### config.mk
export PLATFORM = sky130hd
export DESIGN_NAME = atx_exec
export DESIGN_NICKNAME = d
export VERILOG_FILES = /design/src/include/atx_pkg.sv /design/src/atx_axil_slave.sv /design/src/atx_exec.sv
export VERILOG_INCLUDE_DIRS = /design/src /design/src/include
export SDC_FILE = /design/constraint.sdc
export NUM_CORES = 1
export LEC_CHECK = 0
export BUFFER_PORTS_ARGS = -buffer_cell sky130_fd_sc_hd__buf_4
export CORE_ASPECT_RATIO = 0.75
export CORE_UTILIZATION = 45
export DETAILED_ROUTE_END_ITERATION = 16
export GPL_TIMING_DRIVEN = 1
export MAX_ROUTING_LAYER = met4
export PLACE_DENSITY = 0.7
export SYNTH_ARGS = -nofsm -noshare
export SYNTH_HDL_FRONTEND = slang
export SYNTH_SLANG_ARGS = --single-unit
### constraint.sdc
create_clock -name REF_CLK -period 3.45 [get_ports REF_CLK]
set_input_delay 0 -clock REF_CLK [delete_from_list [all_inputs] [get_ports REF_CLK]]
set_output_delay 0 -clock REF_CLK [all_outputs]
set_load 0.005 [all_outputs]
### src/include/atx_consts.svh
// Constants for the accumulator transfer execution block
`ifndef ATX_CONSTS_SVH
`define ATX_CONSTS_SVH

// ==========================================
// Register byte offsets
`define ATX_OFF_CMD 8'h00
`define ATX_OFF_CORE 8'h04
`define ATX_OFF_EREG 8'h08
`define ATX_OFF_CMP 8'h0c
`define ATX_OFF_PC 8'h10
`define ATX_OFF_DPTR 8'h14

// ==========================================
// Command register fields
`define ATX_CMD_OP_LSB 0
`define ATX_CMD_J_LSB 4
`define ATX_CMD_PAGE_LSB 8

// ==========================================
// Core register fields
`define ATX_CORE_A_LSB 0
`define ATX_CORE_B_LSB 4
`define ATX_CORE_D_LSB 8
`define ATX_CORE_X_LSB 12
`define ATX_CORE_SP_LSB 16

// ==========================================
// Reset values
`define ATX_SP_RST 3'h7
`define ATX_NIB_RST 4'h0
`define ATX_BYTE_RST 8'h00

// ==========================================
// Timing counts, in instruction cycles
`define ATX_LOOKUP_CYCLES 2'h3

`endif

### src/include/atx_pkg.sv
// Types and helper functions for the accumulator transfer execution block
`include "atx_consts.svh"
package atx_pkg;

    // Instruction selector written into the command register
    typedef enum logic [3:0] {
        ATX_OP_TIMER4 = 4'b0000,
        ATX_OP_ADC = 4'b0001,
        ATX_OP_EREG = 4'b0010,
        ATX_OP_ROMTAB = 4'b0011,
        ATX_OP_PRESC = 4'b0100,
        ATX_OP_SHIFT = 4'b0101,
        ATX_OP_DREG = 4'b0110,
        ATX_OP_WRCMP = 4'b0111,
        ATX_OP_INT1 = 4'b1000,
        ATX_OP_INT2 = 4'b1001,
        ATX_OP_SCTRL = 4'b1010,
        ATX_OP_WAKE0 = 4'b1011,
        ATX_OP_WAKE1 = 4'b1100,
        ATX_OP_WAKE2 = 4'b1101,
        ATX_OP_ADCLO = 4'b1110,
        ATX_OP_RAMX = 4'b1111
    } atx_op_e;

    // Table lookup sequence states
    typedef enum logic [1:0] {
        ATX_ST_IDLE = 2'b00,
        ATX_ST_FETCH = 2'b01,
        ATX_ST_POP = 2'b10
    } atx_state_e;

    // True when a byte address names a mapped register
    function automatic logic atx_reg_hit(input logic [7:0] addr);
        atx_reg_hit = (addr == `ATX_OFF_CMD) || (addr == `ATX_OFF_CORE) ||
            (addr == `ATX_OFF_EREG) || (addr == `ATX_OFF_CMP) ||
            (addr == `ATX_OFF_PC) || (addr == `ATX_OFF_DPTR);
    endfunction

    // Merge a bus write into an old word under its byte enables
    function automatic logic [31:0] atx_merge(input logic [31:0] old_w,
        input logic [31:0] new_w, input logic [3:0] strb);
        logic [31:0] res;
        res = old_w;
        for (int i = 0; i < 4; i++) begin
            if (strb[i]) begin
                res[i*8 +: 8] = new_w[i*8 +: 8];
            end
        end
        atx_merge = res;
    endfunction

endpackage

### src/atx_axil_slave.sv
// AXI4-Lite slave front end for the accumulator transfer block
`timescale 1ns/1ps
`include "atx_consts.svh"
module atx_axil_slave
    import atx_pkg::*;
(
    input wire logic clk,
    input wire logic rst_b,
    input wire logic awvalid,
    output logic awready,
    input wire logic [7:0] awaddr,
    input wire logic wvalid,
    output logic wready,
    input wire logic [31:0] wdata,
    input wire logic [3:0] wstrb,
    output logic bvalid,
    input wire logic bready,
    output logic [1:0] bresp,
    input wire logic arvalid,
    output logic arready,
    input wire logic rready,
    output logic rvalid,
    output logic [31:0] rdata,
    output logic [1:0] rresp,
    input wire logic [31:0] rd_word,
    input wire logic rd_hit,
    output logic wr_pulse,
    output logic [7:0] wr_addr,
    output logic [31:0] wr_data,
    output logic [3:0] wr_strb
);

    // All handshake state in one word
    typedef struct packed {
        logic aw_rdy;
        logic w_rdy;
        logic ar_rdy;
        logic aw_got;
        logic w_got;
        logic [7:0] waddr;
        logic [31:0] wdata;
        logic [3:0] wstrb;
        logic wr;
        logic bv;
        logic berr;
        logic rv;
        logic rerr;
        logic [31:0] rdata;
    } atx_axs_s;

    localparam atx_axs_s AXS_RST = '{aw_rdy: 1'b1, w_rdy: 1'b1, ar_rdy: 1'b1,
        default: '0};

    atx_axs_s s_r; // Registered state
    atx_axs_s s_nxt; // Next state

    // ==========================================
    // Handshake next state
    always_comb begin
        s_nxt = s_r;
        s_nxt.wr = 1'b0;
        // Address and data may arrive in either order
        if (s_r.aw_rdy && awvalid) begin
            s_nxt.aw_rdy = 1'b0;
            s_nxt.aw_got = 1'b1;
            s_nxt.waddr = awaddr;
        end
        if (s_r.w_rdy && wvalid) begin
            s_nxt.w_rdy = 1'b0;
            s_nxt.w_got = 1'b1;
            s_nxt.wdata = wdata;
            s_nxt.wstrb = wstrb;
        end
        // Both halves held: commit and answer
        if (s_r.aw_got && s_r.w_got && !s_r.bv) begin
            s_nxt.wr = 1'b1;
            s_nxt.bv = 1'b1;
            s_nxt.berr = !atx_reg_hit(s_r.waddr);
            s_nxt.aw_got = 1'b0;
            s_nxt.w_got = 1'b0;
        end
        // Reopen only after the response is taken
        if (s_r.bv && bready) begin
            s_nxt.bv = 1'b0;
            s_nxt.aw_rdy = 1'b1;
            s_nxt.w_rdy = 1'b1;
        end
        // Reads answer one cycle after the address is taken
        if (s_r.ar_rdy && arvalid) begin
            s_nxt.ar_rdy = 1'b0;
            s_nxt.rv = 1'b1;
            s_nxt.rdata = rd_word;
            s_nxt.rerr = !rd_hit;
        end
        if (s_r.rv && rready) begin
            s_nxt.rv = 1'b0;
            s_nxt.ar_rdy = 1'b1;
        end
    end

    // ==========================================
    // State register
    always_ff @(posedge clk or negedge rst_b) begin
        if (!rst_b) begin
            s_r <= AXS_RST;
        end else begin
            s_r <= s_nxt;
        end
    end

    assign awready = s_r.aw_rdy;
    assign wready = s_r.w_rdy;
    assign arready = s_r.ar_rdy;
    assign bvalid = s_r.bv;
    assign bresp = s_r.berr ? 2'h2 : 2'h0;
    assign rvalid = s_r.rv;
    assign rdata = s_r.rdata;
    assign rresp = s_r.rerr ? 2'h2 : 2'h0;
    assign wr_pulse = s_r.wr;
    assign wr_addr = s_r.waddr;
    assign wr_data = s_r.wdata;
    assign wr_strb = s_r.wstrb;

endmodule

### src/atx_exec.sv
// Execution unit for the accumulator transfer instruction group
`timescale 1ns/1ps
`include "atx_consts.svh"
// Summary of operation
// - Timer 4 count high to B, low to A
// - Conversion mode: result 9..6 to B, 5..2 to A
// - Comparator mode: comparator 7..4 to B, 3..0 A
// - E register high to B, low to A
// - Word splits into D, B, A; then pop PC
// - Prescaler high to B, low to A
// - Serial shift high to B, low to A
// - D to A bits 2..0, A3 cleared
// - Comparator write from B,A only in comparator mode
// - Interrupt control one or two to A
// - Serial control register to A
// - Chosen wakeup control register to A
// - Result bits 1,0 to A3,A2; A1,A0 cleared
// - RAM nibble to A, then X ^= j
module atx_exec
    import atx_pkg::*;
(
    input wire logic REF_CLK,
    input wire logic RST_B,
    input wire logic S_AXI_AWVALID,
    output logic S_AXI_AWREADY,
    input wire logic [7:0] S_AXI_AWADDR,
    input wire logic [2:0] S_AXI_AWPROT,
    input wire logic S_AXI_WVALID,
    output logic S_AXI_WREADY,
    input wire logic [31:0] S_AXI_WDATA,
    input wire logic [3:0] S_AXI_WSTRB,
    output logic S_AXI_BVALID,
    input wire logic S_AXI_BREADY,
    output logic [1:0] S_AXI_BRESP,
    input wire logic S_AXI_ARVALID,
    output logic S_AXI_ARREADY,
    input wire logic [7:0] S_AXI_ARADDR,
    input wire logic [2:0] S_AXI_ARPROT,
    output logic S_AXI_RVALID,
    input wire logic S_AXI_RREADY,
    output logic [31:0] S_AXI_RDATA,
    output logic [1:0] S_AXI_RRESP,
    input wire logic [7:0] TMR4_COUNT,
    input wire logic [9:0] ADC_RESULT,
    input wire logic [3:0] ADC_CONTROL_ONE,
    input wire logic [7:0] TIMER_PRESCALER,
    input wire logic [7:0] SERIAL_SHIFT,
    input wire logic [3:0] INT_CTRL_ONE,
    input wire logic [3:0] INT_CTRL_TWO,
    input wire logic [3:0] SERIAL_CTRL,
    input wire logic [3:0] WAKEUP_CTRL_ZERO,
    input wire logic [3:0] WAKEUP_CTRL_ONE,
    input wire logic [3:0] WAKEUP_CTRL_TWO,
    output logic [8:0] RAM_ADDR,
    input wire logic [3:0] RAM_RDATA,
    output logic [12:0] ROM_ADDR,
    input wire logic [9:0] ROM_RDATA,
    output logic [7:0] CMP_VALUE,
    output logic BUSY
);

    // ==========================================
    // State word
    typedef struct packed {
        atx_state_e st; // Lookup sequence state
        logic [3:0] acc; // Accumulator
        logic [3:0] breg; // B register
        logic [2:0] page_low_reg; // D register
        logic [1:0] xreg; // X register
        logic [7:0] ereg; // E register
        logic [7:0] cmp; // Comparator register
        logic [2:0] stack_ptr; // Return stack pointer
        logic [7:0][12:0] return_stack; // Return stack, eight levels
        logic [5:0] pc_page_part; // Program counter page
        logic [6:0] pc_low_part; // Program counter low address
        logic [8:0] data_pointer; // RAM address
        logic [3:0] last_op; // Last accepted instruction
        logic dropped; // Sticky: command refused while busy
        logic [12:0] rom_addr; // Address shown to the ROM
    } atx_core_s;

    atx_core_s c_r; // Registered state
    atx_core_s c_nxt; // Next state

    logic wr_pulse; // One-cycle register write strobe
    logic [7:0] wr_addr; // Write byte address
    logic [31:0] wr_data; // Write data
    logic [3:0] wr_strb; // Write byte enables
    logic [31:0] rd_word; // Read mux output

    // ==========================================
    // Bus front end
    atx_axil_slave u_slave (
        .clk(REF_CLK),
        .rst_b(RST_B),
        .awvalid(S_AXI_AWVALID),
        .awready(S_AXI_AWREADY),
        .awaddr(S_AXI_AWADDR),
        .wvalid(S_AXI_WVALID),
        .wready(S_AXI_WREADY),
        .wdata(S_AXI_WDATA),
        .wstrb(S_AXI_WSTRB),
        .bvalid(S_AXI_BVALID),
        .bready(S_AXI_BREADY),
        .bresp(S_AXI_BRESP),
        .arvalid(S_AXI_ARVALID),
        .arready(S_AXI_ARREADY),
        .rready(S_AXI_RREADY),
        .rvalid(S_AXI_RVALID),
        .rdata(S_AXI_RDATA),
        .rresp(S_AXI_RRESP),
        .rd_word(rd_word),
        .rd_hit(atx_reg_hit(S_AXI_ARADDR)),
        .wr_pulse(wr_pulse),
        .wr_addr(wr_addr),
        .wr_data(wr_data),
        .wr_strb(wr_strb)
    );

    // Protection bits carry no meaning here
    logic prot_unused;
    assign prot_unused = ^{S_AXI_AWPROT, S_AXI_ARPROT};

    // Packs the core registers into their bus word
    function automatic logic [31:0] core_word(input atx_core_s c);
        logic [31:0] w;
        w = 32'h0;
        w[`ATX_CORE_A_LSB +: 4] = c.acc;
        w[`ATX_CORE_B_LSB +: 4] = c.breg;
        w[`ATX_CORE_D_LSB +: 3] = c.page_low_reg;
        w[`ATX_CORE_X_LSB +: 2] = c.xreg;
        w[`ATX_CORE_SP_LSB +: 3] = c.stack_ptr;
        core_word = w;
    endfunction

    // ==========================================
    // Read mux; unmapped addresses read zero
    always_comb begin
        rd_word = 32'h0;
        case (S_AXI_ARADDR)
            `ATX_OFF_CMD: begin
                rd_word = {26'h0, c_r.dropped, c_r.last_op, c_r.st != ATX_ST_IDLE};
            end
            `ATX_OFF_CORE: begin
                rd_word = core_word(c_r);
            end
            `ATX_OFF_EREG: begin
                rd_word = {24'h0, c_r.ereg};
            end
            `ATX_OFF_CMP: begin
                rd_word = {24'h0, c_r.cmp};
            end
            `ATX_OFF_PC: begin
                rd_word = {19'h0, c_r.pc_page_part, c_r.pc_low_part};
            end
            `ATX_OFF_DPTR: begin
                rd_word = {23'h0, c_r.data_pointer};
            end
            default: begin
                rd_word = 32'h0;
            end
        endcase
    end

    // ==========================================
    // Software writes, then instruction execution
    always_comb begin
        logic [31:0] mw; // Merged write word
        logic [3:0] op; // Decoded opcode field
        logic [1:0] jimm; // RAM instruction immediate
        logic [5:0] page; // Lookup page
        logic [2:0] sp_up; // Stack pointer after push
        logic start; // Command write accepted
        mw = 32'h0;
        op = 4'h0;
        jimm = 2'h0;
        page = 6'h0;
        sp_up = 3'h0;
        start = 1'b0;
        c_nxt = c_r;

        // Register writes from the bus
        if (wr_pulse) begin
            case (wr_addr)
                `ATX_OFF_CMD: begin
                    mw = atx_merge(32'h0, wr_data, wr_strb);
                    op = mw[`ATX_CMD_OP_LSB +: 4];
                    jimm = mw[`ATX_CMD_J_LSB +: 2];
                    page = mw[`ATX_CMD_PAGE_LSB +: 6];
                    // A lookup in flight owns the core; late commands drop
                    if (c_r.st == ATX_ST_IDLE) begin
                        start = 1'b1;
                        c_nxt.last_op = op;
                    end else begin
                        c_nxt.dropped = 1'b1;
                    end
                    // Writing bit 5 of byte 0 while idle clears the drop flag
                    if (wr_strb[0] && wr_data[5] && c_r.st == ATX_ST_IDLE) begin
                        c_nxt.dropped = 1'b0;
                    end
                end
                `ATX_OFF_CORE: begin
                    mw = atx_merge(core_word(c_r), wr_data, wr_strb);
                    c_nxt.acc = mw[`ATX_CORE_A_LSB +: 4];
                    c_nxt.breg = mw[`ATX_CORE_B_LSB +: 4];
                    c_nxt.page_low_reg = mw[`ATX_CORE_D_LSB +: 3];
                    c_nxt.xreg = mw[`ATX_CORE_X_LSB +: 2];
                    c_nxt.stack_ptr = mw[`ATX_CORE_SP_LSB +: 3];
                end
                `ATX_OFF_EREG: begin
                    mw = atx_merge({24'h0, c_r.ereg}, wr_data, wr_strb);
                    c_nxt.ereg = mw[7:0];
                end
                `ATX_OFF_PC: begin
                    mw = atx_merge({19'h0, c_r.pc_page_part, c_r.pc_low_part},
                        wr_data, wr_strb);
                    c_nxt.pc_page_part = mw[12:7];
                    c_nxt.pc_low_part = mw[6:0];
                end
                `ATX_OFF_DPTR: begin
                    mw = atx_merge({23'h0, c_r.data_pointer}, wr_data, wr_strb);
                    c_nxt.data_pointer = mw[8:0];
                end
                default: begin
                    // Comparator is written only by instruction
                    c_nxt.dropped = c_r.dropped;
                end
            endcase
        end

        // Single-cycle transfers finish on the edge after the strobe
        if (start) begin
            case (op)
                ATX_OP_TIMER4: begin
                    c_nxt.breg = TMR4_COUNT[7:4];
                    c_nxt.acc = TMR4_COUNT[3:0];
                end
                ATX_OP_ADC: begin
                    if (!ADC_CONTROL_ONE[3]) begin
                        c_nxt.breg = ADC_RESULT[9:6];
                        c_nxt.acc = ADC_RESULT[5:2];
                    end else begin
                        c_nxt.breg = c_r.cmp[7:4];
                        c_nxt.acc = c_r.cmp[3:0];
                    end
                end
                ATX_OP_EREG: begin
                    c_nxt.breg = c_r.ereg[7:4];
                    c_nxt.acc = c_r.ereg[3:0];
                end
                ATX_OP_ROMTAB: begin
                    // Push the return address above the current top
                    sp_up = c_r.stack_ptr + 3'h1;
                    c_nxt.stack_ptr = sp_up;
                    c_nxt.return_stack[sp_up] = {c_r.pc_page_part, c_r.pc_low_part};
                    // Page sits in the high part; D and A form the low part
                    c_nxt.pc_page_part = page;
                    c_nxt.pc_low_part = {c_r.page_low_reg, c_r.acc};
                    c_nxt.rom_addr = {page, c_r.page_low_reg, c_r.acc};
                    c_nxt.st = ATX_ST_FETCH;
                end
                ATX_OP_PRESC: begin
                    c_nxt.breg = TIMER_PRESCALER[7:4];
                    c_nxt.acc = TIMER_PRESCALER[3:0];
                end
                ATX_OP_SHIFT: begin
                    c_nxt.breg = SERIAL_SHIFT[7:4];
                    c_nxt.acc = SERIAL_SHIFT[3:0];
                end
                ATX_OP_DREG: begin
                    c_nxt.acc = {1'b0, c_r.page_low_reg};
                end
                ATX_OP_WRCMP: begin
                    // In conversion mode this behaves as a no-op
                    if (ADC_CONTROL_ONE[3]) begin
                        c_nxt.cmp = {c_r.breg, c_r.acc};
                    end
                end
                ATX_OP_INT1: begin
                    c_nxt.acc = INT_CTRL_ONE;
                end
                ATX_OP_INT2: begin
                    c_nxt.acc = INT_CTRL_TWO;
                end
                ATX_OP_SCTRL: begin
                    c_nxt.acc = SERIAL_CTRL;
                end
                ATX_OP_WAKE0: begin
                    c_nxt.acc = WAKEUP_CTRL_ZERO;
                end
                ATX_OP_WAKE1: begin
                    c_nxt.acc = WAKEUP_CTRL_ONE;
                end
                ATX_OP_WAKE2: begin
                    c_nxt.acc = WAKEUP_CTRL_TWO;
                end
                ATX_OP_ADCLO: begin
                    c_nxt.acc = {ADC_RESULT[1:0], 2'b00};
                end
                ATX_OP_RAMX: begin
                    // RAM is read at the pointer already shown on RAM_ADDR
                    c_nxt.acc = RAM_RDATA;
                    c_nxt.xreg = c_r.xreg ^ jimm;
                end
                default: begin
                    c_nxt.acc = c_r.acc;
                end
            endcase
        end

        // Remaining two cycles of the table lookup
        case (c_r.st)
            ATX_ST_IDLE: begin
                c_nxt.rom_addr = start ? c_nxt.rom_addr : c_r.rom_addr;
            end
            ATX_ST_FETCH: begin
                // ROM answers combinationally to the registered address
                c_nxt.page_low_reg = {1'b0, ROM_RDATA[9:8]};
                c_nxt.breg = ROM_RDATA[7:4];
                c_nxt.acc = ROM_RDATA[3:0];
                c_nxt.st = ATX_ST_POP;
            end
            ATX_ST_POP: begin
                // Restore and release the level borrowed by the push
                {c_nxt.pc_page_part, c_nxt.pc_low_part} =
                    c_r.return_stack[c_r.stack_ptr];
                c_nxt.stack_ptr = c_r.stack_ptr - 3'h1;
                c_nxt.st = ATX_ST_IDLE;
            end
            default: begin
                c_nxt.st = ATX_ST_IDLE;
            end
        endcase
    end

    // ==========================================
    // State register
    always_ff @(posedge REF_CLK or negedge RST_B) begin
        if (!RST_B) begin
            c_r <= '{st: ATX_ST_IDLE, stack_ptr: `ATX_SP_RST, default: '0};
        end else begin
            c_r <= c_nxt;
        end
    end

    // Outputs straight from the state flops
    assign RAM_ADDR = c_r.data_pointer;
    assign ROM_ADDR = c_r.rom_addr;
    assign CMP_VALUE = c_r.cmp;
    assign BUSY = (c_r.st != ATX_ST_IDLE);

endmodule

==> run summary <==
STATUS
----------------------------------------------------------------------------------
Result of the run ................................................... complete, no violations

DIE
----------------------------------------------------------------------------------
Floorplan die height ................................................     143.6 um
Horizontal die dimension ............................................     190.9 um
Number of I/O pins ..................................................          213
FP Rows .............................................................           51
Die area ............................................................    27420 um2
Initial Util ........................................................       0.4612
Core ar. ............................................................    26100 um2

YOSYS
----------------------------------------------------------------------------------
Per-instance average area after synthesis ...........................    11.91 um2
Most frequent cells after synthesis ................................. sky130_fd_sc_hd__dfrtp_1 (227), sky130_fd_sc_hd__mux2_2 (169), sky130_fd_sc_hd__nand2_1 (99), sky130_fd_sc_hd__buf_4 (71), sky130_fd_sc_hd__mux2i_1 (47)
Mapped cell area ....................................................    12040 um2
Register bit total from synthesis ...................................          233
Most area-hungry cell type in the Yosys netlist ..................... sky130_fd_sc_hd__dfrtp_1
Proportion of synthesized chip area in sequential cells .............       0.4850
Yosys warning count .................................................            0
Ys flop type ........................................................ sky130_fd_sc_hd__dfrtp_1
Area share of the largest cell type after synthesis .................       0.4719
Number of enable-type register cells in the synthesized netlist .....            0
Synth area leaders .................................................. sky130_fd_sc_hd__dfrtp_1 (47%), sky130_fd_sc_hd__mux2_2 (16%), sky130_fd_sc_hd__mux4_2 (5.4%)
Cell with the most instances after synthesis ........................ sky130_fd_sc_hd__dfrtp_1
Cells after synthesis ...............................................         1011
Count of different cell masters after synthesis .....................           71
Fraction of synthesis flops using an asynchronous set or reset pin ..        1.000

DRT
----------------------------------------------------------------------------------
First-pass DRT Iterations ...........................................            7
Amount of wire on met2 after detailed routing .......................     14910 um
Post-DR vias/cell ...................................................        5.806
Overall via count from detail_route .................................         8883
Remaining number of nets flagged by the antenna check after routing .            0
Initial DRC count ...................................................          744
Wire length after detailed routing ..................................     33820 um
Routed length on met3 ...............................................      2665 um
Max layer used ......................................................         met4
Routed metal-1 wire length ..........................................     15520 um
Number of design rule violations left after detail routing ..........            0
WL per Instance .....................................................     22.10 um

STA
----------------------------------------------------------------------------------
RSZ-0062 raised after global routing ................................        false
Count of final max-slew check failures ..............................            0
Maximum clock rate ..................................................    310.4 MHz
Fraction of the cycle the final worst path needs ....................       0.9337
Setup skew after layout .............................................     10.38 ps
Hold Fails Final Rpt ................................................            0
Worst Hold Margin ...................................................     38.03 ps
Slew at the pin with the worst max-slew slack .......................      1144 ps
Total negative slack for setup checks ...............................         0 ps
Total of endpoints with negative setup slack in the final report ....            0
Slew headroom .......................................................       0.2354
Tmin final ..........................................................      3221 ps

GLOBAL ROUTING
----------------------------------------------------------------------------------
Wire length of the first global-routing pass ........................     53130 um
Antenna violations before repair ....................................            0
Maximum number of pins on one net before global-route repair ........          123
Via count of the first global-routing pass ..........................         9229
Total congestion overflow after global routing ......................            0
GRT Overall Usage ...................................................       0.2627

FINISH
----------------------------------------------------------------------------------
Final design utilization ............................................       0.5609
Layout net count ....................................................         1313
Area growth from synthesis to layout ................................       21.60%
Final Non-Filler Cells ..............................................         1530
Share of cells above drive strength 1 ...............................       0.3879
Area of all placed cells without fillers ............................    14640 um2
Number of inserted diodes ...........................................            0
Layout fillers ......................................................         2142

CLOCK NETWORK
----------------------------------------------------------------------------------
Clock Tree Buf Depth ................................................            3
Sinks on Clock Net ..................................................          233
Number of gates given a new drive strength after cts ................            0
Clock root buffer master ............................................ sky130_fd_sc_hd__clkbuf_16
Clock buffer count from CTS .........................................           23
Setup repair bufs after CTS .........................................            0
Hold-fix buffers, CTS ...............................................           58
Clock-pin slew on the worst setup and hold paths ....................        70 ps
Clock latency of the later-clocked register in the worst-skew pair ..       510 ps
H-tree Lvls .........................................................            1
CTS tree ............................................................         done

PWR
----------------------------------------------------------------------------------
Pwr per Cell Area ................................................... 546.9 nW/um2
Fraction of power consumed by sequential logic ......................        0.436
Share of power burned in the clock network ..........................        0.351
Leakage power .......................................................     6.995 nW
Proportion of power drawn by combinational gates ....................        0.213
Internal Pwr Total ..................................................     5.561 mW
Psw .................................................................     2.444 mW
Worst VDD drop ......................................................  0.0004337 V
Switching share of power ............................................       0.3053

WORST SETUP PATH
----------------------------------------------------------------------------------
Max FO, Critical Path ...............................................            8
Critical path class ................................................. flip-flop to flip-flop
Crit. End Element ...................................................    flip-flop
Cell at the slowest stage of the critical path ...................... sky130_fd_sc_hd__nor4b_1
Worst Path Arrival ..................................................      3620 ps
Series of cell instances along the critical path .................... nor4b_1, and3_1, mux2_2, o22ai_1, a21oi_1, dlygate4sd3_1
CP required .........................................................      3840 ps
Largest stage delay on the critical path ............................       810 ps
Launching element type of the critical path .........................    flip-flop

RUN
----------------------------------------------------------------------------------
Maximum Capacitance Violations ......................................            0

PLACE
----------------------------------------------------------------------------------
Final HPWL from detailed placement ..................................     23220 um
Post-Place Cells ....................................................         1431
Final GP Congestion .................................................       0.9097
Placed Instance Area ................................................    13220 um2
Number of input and output port buffers inserted ....................          170

HOLD PATH
----------------------------------------------------------------------------------
Classification of the worst-slack hold path ......................... primary input to flip-flop

-- final timing paths --
kind / to / startpoint / depth (start not counted) / slack (ps)
hold reg to reg: ROM_ADDR[1] / ROM_ADDR[1] / 2 / 470
max in group asynchronous: c_r[145] / RST_B / 3 / 2260
setup / recovery: c_r[174] / u_slave.wr_addr[1] / 6 / 230
min in group asynchronous: async pin / RST_B / 2 / 140
setup reg to reg: c_r[174] / u_slave.wr_addr[1] / 6 / 230
hold / removal: u_slave.rdata[18] / S_AXI_ARADDR[3] / 4 / 40
-- cells in the final DEF (no fill, tap or decap), types with 13 or more instances in the layout --
cell type,count
sky130_fd_sc_hd__mux2i_1,47
sky130_fd_sc_hd__mux4_2,29
sky130_fd_sc_hd__mux2_2,169
sky130_fd_sc_hd__nand3_1,14
sky130_fd_sc_hd__nor3_1,14
sky130_fd_sc_hd__nand2_1,99
sky130_fd_sc_hd__dlygate4sd3_1,58
sky130_fd_sc_hd__a21oi_1,34
sky130_fd_sc_hd__o22ai_1,13
sky130_fd_sc_hd__o21ai_0,35
sky130_fd_sc_hd__buf_4,194
sky130_fd_sc_hd__conb_1,17
sky130_fd_sc_hd__clkbuf_16,23
sky130_fd_sc_hd__dfrtp_1,227
sky130_fd_sc_hd__nor2_1,28
sky130_fd_sc_hd__nand4_1,15
-- layout make-up --
type,count,area (um2),area share
clock buffers,30,621.8,0.04248
multi-input cells,646,5415,0.3699
inverters,12,45.04,0.003077
well taps,344,430.4,0.02940
repair buffers,254,2072,0.1416
clock inverters,11,215.2,0.01470
flip-flops and latches,233,5838,0.3988
-- through the flow --
| step | total power, mW | setup WS, ps |
|---|---|---|
| after global placement | 5.044 | 934.3 |
| after detailed placement | 5.088 | 896.3 |
| after global routing | 8.322 | 60.76 |
| final | 8.005 | 228.6 |
| after CTS | 7.993 | 362.9 |
| after floorplan | 4.448 | 697.2 |
-- power groups by stage --
stage	Sequential [mW]	Combinational, mW	Clock (mW)
final	3.49	1.71	2.81
after global routing	3.53	1.83	2.96
after CTS	3.48	1.67	2.84
after detailed placement	3.52	1.57	0
after global placement	3.51	1.53	0
after floorplan	3.30	1.14	0
-- cells by family (layout without fill, tap and decap cells) --
family	after synthesis	in the layout	share of synthesized area
flops	233	233	0.4850
simple gates	229	229	0.1030
xor+xnor	2	2	0.001455
mux	253	253	0.2614
other cells	1	17	0.0003115
compound gates	143	143	0.07661
buf+inv	148	307	0.07016
fa+ha+maj	2	2	0.002078
-- layer usage --
| layer | up-vias | global-route usage |
|---|---|---|
| met5 | - | - |
| met4 | 0 | 0.06021 |
| met3 | 53 | 0.05665 |
| met2 | 363 | 0.3860 |
| met1 | 4533 | 0.3714 |
| li1 | 3934 | - |
-- critical path: cells and delay by family, from the launching register on --
kind                   cells  cell delay (ps)
AND/OR/NAND/NOR            2             1470
buffers and inverters      1              570
flip-flops                 1              440
multiplexers               1              410
AO/OA/AOI/OAI              2              230
Power figures use the tool's default switching activity.
